[src/rtl/pmr_defines.svh]
// Offsets, field positions, reset values and fixed read values of the PHY management bank.
// Included by the bank; defines only.
`ifndef PMR_DEFINES_SVH
`define PMR_DEFINES_SVH
// Byte offsets on the parallel register interface
`define PMR_OFF_RST 8'hD8
`define PMR_OFF_BCR 8'hE4
`define PMR_OFF_BSR 8'hE6
`define PMR_OFF_IDL 8'hE8
`define PMR_OFF_IDH 8'hEA
`define PMR_OFF_ANAR 8'hEC
// Basic control field positions
`define PMR_BCR_LOOP 14
`define PMR_BCR_F100 13
`define PMR_BCR_ANEN 12
`define PMR_BCR_RSTAN 9
`define PMR_BCR_FFULL 8
`define PMR_BCR_XVAR 5
`define PMR_BCR_STRT 4
`define PMR_BCR_XDIS 3
`define PMR_BCR_TXDIS 1
`define PMR_BCR_LEDOFF 0
// Port control alias positions
`define PMR_PCR_LEDOFF 15
`define PMR_PCR_TXDIS 14
`define PMR_PCR_RSTAN 13
`define PMR_PCR_XDIS 10
`define PMR_PCR_STRT 9
`define PMR_PCR_ANEN 7
`define PMR_PCR_F100 6
`define PMR_PCR_FFULL 5
`define PMR_PCR_PAUSE 4
`define PMR_PCR_A100F 3
`define PMR_PCR_A100H 2
`define PMR_PCR_A10F 1
`define PMR_PCR_A10H 0
// Advertisement field positions
`define PMR_AN_PAUSE 10
`define PMR_AN_A100F 8
`define PMR_AN_A100H 7
`define PMR_AN_A10F 6
`define PMR_AN_A10H 5
// Status field positions and fixed pattern (caps 13,12; bits 6,4)
`define PMR_BSR_AND 5
`define PMR_BSR_LINK 2
`define PMR_BSR_FIXED 16'h3050
`define PMR_ANAR_SEL 5'h01
// Reset values of the stored control and advertisement fields
`define PMR_CTRL_RST 10'h1B0
`define PMR_ADV_RST 5'h1F
`endif

[src/rtl/pmr_pkg.sv]
// Types of the PHY management bank.
// No dependencies.
package pmr_pkg;
  // Stored basic control fields
  typedef struct packed {
    logic loopback;
    logic force_100;
    logic an_enable;
    logic restart_an;
    logic force_full;
    logic crossover_variant_select;
    logic force_straight;
    logic xover_disable;
    logic tx_disable;
    logic led_disable;
  } pmr_ctrl_type;
  // Stored advertisement fields
  typedef struct packed {
    logic pause;
    logic adv_100_full;
    logic adv_100_half;
    logic adv_10_full;
    logic adv_10_half;
  } pmr_adv_type;
endpackage

[src/rtl/pmr_bank.sv]
// PHY management register bank on the 16-bit parallel register interface.
// Assumes one host access per cycle; PHY status levels arrive asynchronously.
// Behaviour
// - Writing one to reset bit pulses PHY reset
// - Control bit 14 loops host data back
// - Bit 13 forces speed; bits alias port control
// - Bit 5 picks crossover algorithm variant
// - Bit 4 forces straight or crossed mapping
// - Bit 3 disables automatic crossover detection
// - Bit 1 disables port transmitter
// - Bit 0 turns off port indicators
// - Status bit 2 shows link up
// - Status bit 5 shows negotiation complete
// - Capability bits are fixed constants
// - Two fixed identifier halves, read only
// - Advertisement bit 10 advertises pause
// - Bits 8,7 advertise 100 Mbps abilities
// - Bits 6,5 advertise 10 Mbps abilities
// - Offsets 0xDA to 0xE3 reserved
// - Indicator disable drives indicator pins high
`timescale 1ns/1ps
`include "pmr_defines.svh"

module pmr_bank
  import pmr_pkg::*;
#(
  parameter logic [15:0] ID_LOW = 16'h5A01, // Arbitrary identifier value
  parameter logic [15:0] ID_HIGH = 16'h00C3 // Arbitrary identifier value
) (
  // Clock and reset
  input wire logic mclk,
  input wire logic rst,
  // Host register interface
  input wire logic [7:0] reg_addr,
  input wire logic reg_wr,
  input wire logic reg_rd,
  input wire logic [1:0] reg_be,
  input wire logic [15:0] reg_wdata,
  output logic [15:0] reg_rdata,
  output logic reg_rvalid,
  // Port control register side of the aliases
  input wire logic pcr_wr,
  input wire logic [1:0] pcr_be,
  input wire logic [15:0] pcr_wdata,
  output logic [15:0] pcr_alias,
  // PHY status levels
  input wire logic link_up,
  input wire logic an_complete,
  // PHY controls
  output logic phy_rst,
  output pmr_ctrl_type ctrl,
  output pmr_adv_type adv,
  // Indicators
  input wire logic [3:0] led_in,
  output logic [3:0] led_out
);

  pmr_ctrl_type ctrl_r; // Shared control storage
  pmr_adv_type adv_r; // Shared advertisement storage
  logic phy_rst_r; // Reset pulse
  logic [15:0] rdata_r; // Read data
  logic rvalid_r; // Read answer strobe
  logic [3:0] led_r; // Indicator pins
  logic [1:0] link_sync_r; // Link synchroniser
  logic [1:0] anc_sync_r; // Negotiation done synchroniser
  logic [15:0] wm; // Host byte lane mask
  logic [15:0] pm; // Port control byte lane mask
  logic wr_rst; // Reset register write
  logic wr_bcr; // Basic control write
  logic wr_anar; // Advertisement write
  logic [15:0] rd_nxt; // Read mux

  // Lane masks and write decodes
  assign wm = {{8{reg_be[1]}}, {8{reg_be[0]}}};
  assign pm = {{8{pcr_be[1]}}, {8{pcr_be[0]}}};
  assign wr_rst = reg_wr && (reg_addr == `PMR_OFF_RST);
  assign wr_bcr = reg_wr && (reg_addr == `PMR_OFF_BCR);
  assign wr_anar = reg_wr && (reg_addr == `PMR_OFF_ANAR);

  // Self-clearing PHY block reset pulse
  always_ff @(posedge mclk or posedge rst) begin
    if (rst) begin
      phy_rst_r <= 1'b0;
    end else begin
      phy_rst_r <= wr_rst && wm[0] && reg_wdata[0];
    end
  end

  // Control storage; host write wins over a same-cycle port control write
  always_ff @(posedge mclk or posedge rst) begin
    if (rst) begin
      ctrl_r <= `PMR_CTRL_RST;
    end else begin
      // Bank-only fields
      if (wr_bcr && wm[`PMR_BCR_LOOP]) begin
        ctrl_r.loopback <= reg_wdata[`PMR_BCR_LOOP];
      end
      if (wr_bcr && wm[`PMR_BCR_XVAR]) begin
        ctrl_r.crossover_variant_select <= reg_wdata[`PMR_BCR_XVAR];
      end
      // Aliased fields
      if (wr_bcr && wm[`PMR_BCR_F100]) begin
        ctrl_r.force_100 <= reg_wdata[`PMR_BCR_F100];
      end else if (pcr_wr && pm[`PMR_PCR_F100]) begin
        ctrl_r.force_100 <= pcr_wdata[`PMR_PCR_F100];
      end
      if (wr_bcr && wm[`PMR_BCR_ANEN]) begin
        ctrl_r.an_enable <= reg_wdata[`PMR_BCR_ANEN];
      end else if (pcr_wr && pm[`PMR_PCR_ANEN]) begin
        ctrl_r.an_enable <= pcr_wdata[`PMR_PCR_ANEN];
      end
      if (wr_bcr && wm[`PMR_BCR_RSTAN]) begin
        ctrl_r.restart_an <= reg_wdata[`PMR_BCR_RSTAN];
      end else if (pcr_wr && pm[`PMR_PCR_RSTAN]) begin
        ctrl_r.restart_an <= pcr_wdata[`PMR_PCR_RSTAN];
      end
      if (wr_bcr && wm[`PMR_BCR_FFULL]) begin
        ctrl_r.force_full <= reg_wdata[`PMR_BCR_FFULL];
      end else if (pcr_wr && pm[`PMR_PCR_FFULL]) begin
        ctrl_r.force_full <= pcr_wdata[`PMR_PCR_FFULL];
      end
      if (wr_bcr && wm[`PMR_BCR_STRT]) begin
        ctrl_r.force_straight <= reg_wdata[`PMR_BCR_STRT];
      end else if (pcr_wr && pm[`PMR_PCR_STRT]) begin
        ctrl_r.force_straight <= pcr_wdata[`PMR_PCR_STRT];
      end
      if (wr_bcr && wm[`PMR_BCR_XDIS]) begin
        ctrl_r.xover_disable <= reg_wdata[`PMR_BCR_XDIS];
      end else if (pcr_wr && pm[`PMR_PCR_XDIS]) begin
        ctrl_r.xover_disable <= pcr_wdata[`PMR_PCR_XDIS];
      end
      if (wr_bcr && wm[`PMR_BCR_TXDIS]) begin
        ctrl_r.tx_disable <= reg_wdata[`PMR_BCR_TXDIS];
      end else if (pcr_wr && pm[`PMR_PCR_TXDIS]) begin
        ctrl_r.tx_disable <= pcr_wdata[`PMR_PCR_TXDIS];
      end
      if (wr_bcr && wm[`PMR_BCR_LEDOFF]) begin
        ctrl_r.led_disable <= reg_wdata[`PMR_BCR_LEDOFF];
      end else if (pcr_wr && pm[`PMR_PCR_LEDOFF]) begin
        ctrl_r.led_disable <= pcr_wdata[`PMR_PCR_LEDOFF];
      end
    end
  end

  // Advertisement storage; selector stays constant
  always_ff @(posedge mclk or posedge rst) begin
    if (rst) begin
      adv_r <= `PMR_ADV_RST;
    end else begin
      if (wr_anar && wm[`PMR_AN_PAUSE]) begin
        adv_r.pause <= reg_wdata[`PMR_AN_PAUSE];
      end else if (pcr_wr && pm[`PMR_PCR_PAUSE]) begin
        adv_r.pause <= pcr_wdata[`PMR_PCR_PAUSE];
      end
      if (wr_anar && wm[`PMR_AN_A100F]) begin
        adv_r.adv_100_full <= reg_wdata[`PMR_AN_A100F];
      end else if (pcr_wr && pm[`PMR_PCR_A100F]) begin
        adv_r.adv_100_full <= pcr_wdata[`PMR_PCR_A100F];
      end
      if (wr_anar && wm[`PMR_AN_A100H]) begin
        adv_r.adv_100_half <= reg_wdata[`PMR_AN_A100H];
      end else if (pcr_wr && pm[`PMR_PCR_A100H]) begin
        adv_r.adv_100_half <= pcr_wdata[`PMR_PCR_A100H];
      end
      if (wr_anar && wm[`PMR_AN_A10F]) begin
        adv_r.adv_10_full <= reg_wdata[`PMR_AN_A10F];
      end else if (pcr_wr && pm[`PMR_PCR_A10F]) begin
        adv_r.adv_10_full <= pcr_wdata[`PMR_PCR_A10F];
      end
      if (wr_anar && wm[`PMR_AN_A10H]) begin
        adv_r.adv_10_half <= reg_wdata[`PMR_AN_A10H];
      end else if (pcr_wr && pm[`PMR_PCR_A10H]) begin
        adv_r.adv_10_half <= pcr_wdata[`PMR_PCR_A10H];
      end
    end
  end

  // Status synchronisers
  always_ff @(posedge mclk or posedge rst) begin
    if (rst) begin
      link_sync_r <= 2'h0;
      anc_sync_r <= 2'h0;
    end else begin
      link_sync_r <= {link_sync_r[0], link_up};
      anc_sync_r <= {anc_sync_r[0], an_complete};
    end
  end

  // Read mux; read-only and reserved fields are fixed or zero
  always_comb begin
    rd_nxt = 16'h0000; // Unmapped, reserved and reset register read zero
    unique case (reg_addr)
      `PMR_OFF_BCR: begin
        rd_nxt = {1'b0, ctrl_r.loopback, ctrl_r.force_100, ctrl_r.an_enable, 2'h0,
                  ctrl_r.restart_an, ctrl_r.force_full, 2'h0, ctrl_r.crossover_variant_select,
                  ctrl_r.force_straight, ctrl_r.xover_disable, 1'b0, ctrl_r.tx_disable,
                  ctrl_r.led_disable};
      end
      `PMR_OFF_BSR: begin
        rd_nxt = `PMR_BSR_FIXED;
        rd_nxt[`PMR_BSR_AND] = anc_sync_r[1];
        rd_nxt[`PMR_BSR_LINK] = link_sync_r[1];
      end
      `PMR_OFF_IDL: begin
        rd_nxt = ID_LOW;
      end
      `PMR_OFF_IDH: begin
        rd_nxt = ID_HIGH;
      end
      `PMR_OFF_ANAR: begin
        rd_nxt = {5'h00, adv_r.pause, 1'b0, adv_r.adv_100_full, adv_r.adv_100_half,
                  adv_r.adv_10_full, adv_r.adv_10_half, `PMR_ANAR_SEL};
      end
      default: begin
        rd_nxt = 16'h0000;
      end
    endcase
  end

  // Registered read answer
  always_ff @(posedge mclk or posedge rst) begin
    if (rst) begin
      rdata_r <= 16'h0000;
      rvalid_r <= 1'b0;
    end else begin
      rvalid_r <= reg_rd;
      if (reg_rd) begin
        rdata_r <= rd_nxt;
      end
    end
  end

  // Indicator pins forced high when disabled
  always_ff @(posedge mclk or posedge rst) begin
    if (rst) begin
      led_r <= 4'h0;
    end else begin
      led_r <= ctrl_r.led_disable ? 4'hF : led_in;
    end
  end

  // Outputs straight from flip-flops
  assign phy_rst = phy_rst_r;
  assign ctrl = ctrl_r;
  assign adv = adv_r;
  assign reg_rdata = rdata_r;
  assign reg_rvalid = rvalid_r;
  assign led_out = led_r;
  assign pcr_alias = {ctrl_r.led_disable, ctrl_r.tx_disable, ctrl_r.restart_an, 2'h0,
                      ctrl_r.xover_disable, ctrl_r.force_straight, 1'b0, ctrl_r.an_enable,
                      ctrl_r.force_100, ctrl_r.force_full, adv_r.pause, adv_r.adv_100_full,
                      adv_r.adv_100_half, adv_r.adv_10_full, adv_r.adv_10_half};
endmodule // pmr_bank

[config.mk]
export PLATFORM = sky130hd
export DESIGN_NAME = pmr_bank
export DESIGN_NICKNAME = d
export VERILOG_FILES = /design/src/rtl/pmr_pkg.sv /design/src/rtl/pmr_bank.sv
export VERILOG_INCLUDE_DIRS = /design/src /design/src/rtl
export SDC_FILE = /design/constraint.sdc
export NUM_CORES = 1
export LEC_CHECK = 0
export ABC_AREA = 1
export BUFFER_PORTS_ARGS = -buffer_cell sky130_fd_sc_hd__clkbuf_2
export CAP_MARGIN = 20
export CORE_MARGIN = 3
export CORE_UTILIZATION = 46
export CTS_CLUSTER_SIZE = 20
export DETAILED_ROUTE_END_ITERATION = 10
export PLACE_DENSITY = 0.81
export SYNTH_ARGS = -nofsm -noshare
export SYNTH_HDL_FRONTEND = slang
export SYNTH_SLANG_ARGS = --single-unit
[constraint.sdc]
create_clock -name mclk -period 1.5 [get_ports mclk]
set_input_delay 0.3 -clock mclk [delete_from_list [all_inputs] [get_ports mclk]]
set_output_delay 0.3 -clock mclk [all_outputs]
set_load 0.01 [all_outputs]
* Yosys cells after proc, flatten, opt, wreduce, memory -nomap -nowiden *
Cells that the tools add are included.

word-level totals
  output and inout bits = 53
  flip-flop bits (word level) = 41
  bits of input ports = 55
  word-level logic and storage cells = 71

cells by class
  muxes and demuxes = 28
  reduce and logical (&&, ||, !) cells = 16
  equal/unequal tests = 6

operators with widths
  kind                                        number
  15-bit case mux with 5 select lines         1
  8-bit equality test, second input constant  6
  1-bit two-way mux                           26
  1-bit logical AND                           11
  2-bit nonzero test                          5
  4-bit two-way mux                           1

* Depth between registers and ports, before layout *
  depth in word-level cells = 4
  gate-level depth with buffers = 8

* Worst setup path before layout *
Ideal clock, no wire load.

  kind = input -> register
  from = input reg_addr[7]
  to = register ctrl_r (netlist bit ctrl[0])
  stages on the path = 8
  path slack = 0.387 ns
  path buffers = 1
  setup time = 0.116 ns
  arrival = 0.997 ns
  data required time = 1.384 ns
  cell sequence = nand2_2 inv_2 nand2_2 nor2_8 buf_6 nand4_1 nand2_1 nor2_1

on the way
  cells in the longest elaborated chain, start to end = 4
  elaborated cells between the ends (all ways) = 5
  classes of those cells = 1 x eq/ne; 1 x mux; 3 x reduce/logical

ends and longest elaborated chain
  what                                                     line             RTL
  start, declared                                          pmr_bank.sv:34   input wire logic [7:0] reg_addr,
  8-bit equality test *                                    -
  1-bit logical AND *                                      pmr_bank.sv:77   assign wr_bcr = reg_wr && (reg_addr == `PMR_OFF_BCR);
  1-bit logical AND *                                      pmr_bank.sv:137  if (wr_bcr && wm[`PMR_BCR_LEDOFF]) begin
  1-bit two-way mux or 2-bit nonzero test (tied branches)  -
  end signal, assigned                                     pmr_bank.sv:92   ctrl_r <= `PMR_CTRL_RST;
  end, declared                                            pmr_bank.sv:58   pmr_ctrl_type ctrl_r;

Mark *: on every way between the ends. The rest lies on a longest branch, timed or not.
A chain may end at the register's enable or synchronous reset.

* Worst setup path after layout *
  from = register ctrl_r (netlist bit ctrl[7])
  to = output pcr_alias[7]

RTL lines
  what           line            RTL
  end, declared  pmr_bank.sv:45  output logic [15:0] pcr_alias,

No word-level cell between the ends.

==> impl_metrics.toml <==
[run_status]
status = "completed"

[floorplanning]
dieArea_um2 = 5510
io_pins = 108
core_area_um2 = 4410
fp.dieH_um = 74.2
die_w_um = 74.2
initial_core_util_pct = 48.5
num_rows = 24

[clock_network]
cts-root-buf = "clkbuf_8"
post-cts-setup-buffers = 0
clock-sinks = 40
cts_buffers = 5
cts_resized = 0
clk-insertion-delay-late_ns = 0.29
cts_max_level = 2
max-clock-path-buffers = 2
postCtsHoldBufs = 0
cts_tree = "built"
clk_pin_slew_worst_paths_ns = 0.08

[global_routing]
grt_max_degree = 41
antenna_found_initial = 0
grt_pass1_vias = 1737
grt_pass1_wl_um = 7920
grt-ovfl-total = 0
track_usage_pct = 18.7

[timing]
finalSetupTns_ns = 0
final_max_slew_viol_count = 0
post-route-period-util_pct = 88.3
finClkSkew_ns = 0.00694
fmax_mhz = 755
finalCriticalPeriod_ns = 1.33
rsz0062_at_grt = "false"
hold_viol = 0
setup_viol = 0

[detailed_routing]
drcViolationCount = 0
drtAntennaViolNets = 0
wl_um = 5040
dr.pass1.iters = 4
vias = 1930
routedWlPerCell_um = 12.6
vias_per_cell = 4.83
drt_iter0_drc = 151

[logic_synthesis]
ys_ff_latch = 40
synthDominantCellAreaShare_pct = 36.2
yosysWarnings = 0
synthTopCellsByArea = "dfrtp_1, nand2_1, dfstp_2"
yosysSeqAreaShare_pct = 47.3
synth_top_area_cell = "dfrtp_1"
synthesis.area_um2 = 2140
syn_area_per_cell_um2 = 8.18
yosys.cell_types.count = 26
syn_inst = 262

[finish]
antenna_cells = 0
syn2layout_area_growth_pct = 25.4
final_layout_size_suffix_gt1_share_pct = 39.9
num-nets-final = 402
stdcell_count = 400

[worst_setup_path]
crit_slowest_cell = "dfstp_2"
cp_top_family = "flip-flops"
end_kind = "output port"
critPathKind = "reg2out"
crit_buf_inv = 1
crit_chain = "clkbuf_2"
critical_path.max_stage_delay_ns = 0.57
worst_ep_required_time_ns = 1.20
arrival_ns = 1.03
cp-start-kind = "flip-flop"
critPathMaxFanout = 4

[placement]
dp.cells = 392
portBuffers = 97
routabilityCongestion = 0.852
hpwl_um = 3980

[job]
cap_viol_max_count = 0

[min_path]
hp-class = "in2async"

[pwr]
leakage_uw = 0.00157
ir_drop_mv = 0.398
power_density_nw_per_um2 = 971
-- synth_stat cells --
master / instances
a21oi_1: 1
buf_2: 2
buf_4: 18
buf_6: 2
clkbuf_1: 3
clkinv_1: 2
conb_1: 1
dfrtp_1: 31
dfstp_2: 9
inv_1: 20
inv_2: 3
mux2i_1: 1
nand2_1: 78
nand2_2: 6
nand3_1: 39
nand3_4: 1
nand4_1: 8
nand4_2: 1
nand4_4: 2
nor2_1: 20
nor2_2: 2
nor2_4: 1
nor2_8: 2
nor4_1: 1
o21ai_1: 4
or2_2: 4
-- area by class of cell --
type / instances / area, µm²
clock buffers: 7 / 96.3
clock inverters: 1 / 30.0
fillers: 407 / 1730
inverters: 25 / 93.8
multi-input cells: 175 / 868
flip-flops and latches: 40 / 1010
well taps: 52 / 65.1
repair buffers: 100 / 520
-- stage by stage --
stage               worst slack, ns  power, µW  cell area [µm²]  hold slack (ns)  util, %
floorplan                     0.297       1510             2150            0.331        -
global placement              0.179       1660             2560            0.337     58.0
detailed placement            0.139       1670             2560            0.342     58.0
CTS                           0.168       2620             2690           0.0331     60.9
global route                  0.144       2710             2690           0.0527     60.9
finish                        0.175       2610             2690           0.0256     60.9
-- layout by cell type, fill, tap and decap left out, drive strengths merged --
cell    netlist  layout
clkbuf        3     104
nand2        84      84
nand3        40      40
dfrtp        31      31
nor2         25      25
inv          23      23
nand4        11      11
dfstp         9       9
o21ai         4       4
or2           4       4
conb          1       4
buf          22       3
clkinv        2       2
nor4          1       1
mux2i         1       1
a21oi         1       1
bufinv        0       1
-- flip-flops by register name (all words and copies together), names as in the netlist --
register	cells
ctrl	10
led_out	4
adv	5
reg_rdata	15
reg_rvalid	1
phy_rst	1
link_sync_r	2
anc_sync_r	2
-- worst paths after layout --
path,endpoint,slack [ns],start,cells past startpoint
worst max-delay path,pcr_alias[7],0.17,ctrl[7],1
worst min-delay path,reg_rvalid,0.03,rst,3
worst max register to register,reg_rdata[6],0.55,adv[1],4
worst min register to register,anc_sync_r[1],0.36,anc_sync_r[0],0
max in group asynchronous,ctrl[4],1.22,rst,3
min in group mclk,link_sync_r[0],0.11,link_up,1
-- power by group --
part | switching (µW) | internal [µW]
registers | 65.5 | 1160
logic | 243 | 172
clock network | 375 | 587
-- logic make-up (layout without fill, tap and decap cells) --
group	Yosys count	count (layout)	share of synthesized area (%)
compound gates	5	5	1.17
flops	40	40	47.3
mux	1	1	0.467
simple gates	165	165	38.2
buf+inv	50	133	12.7
other cells	1	4	0.175
-- per-layer routing --
metal | part of all wire [%] | up-vias | GRT usage (%)
met2 | 49 | 70 | 29.9
li1 | - | 980 | -
met4 | 2.6 | 0 | 7.71
met1 | 42 | 867 | 24.7
met3 | 6.6 | 13 | 3.78
met5 | 0 | - | 0
Note: power is estimated with default switching activity, not from simulation.
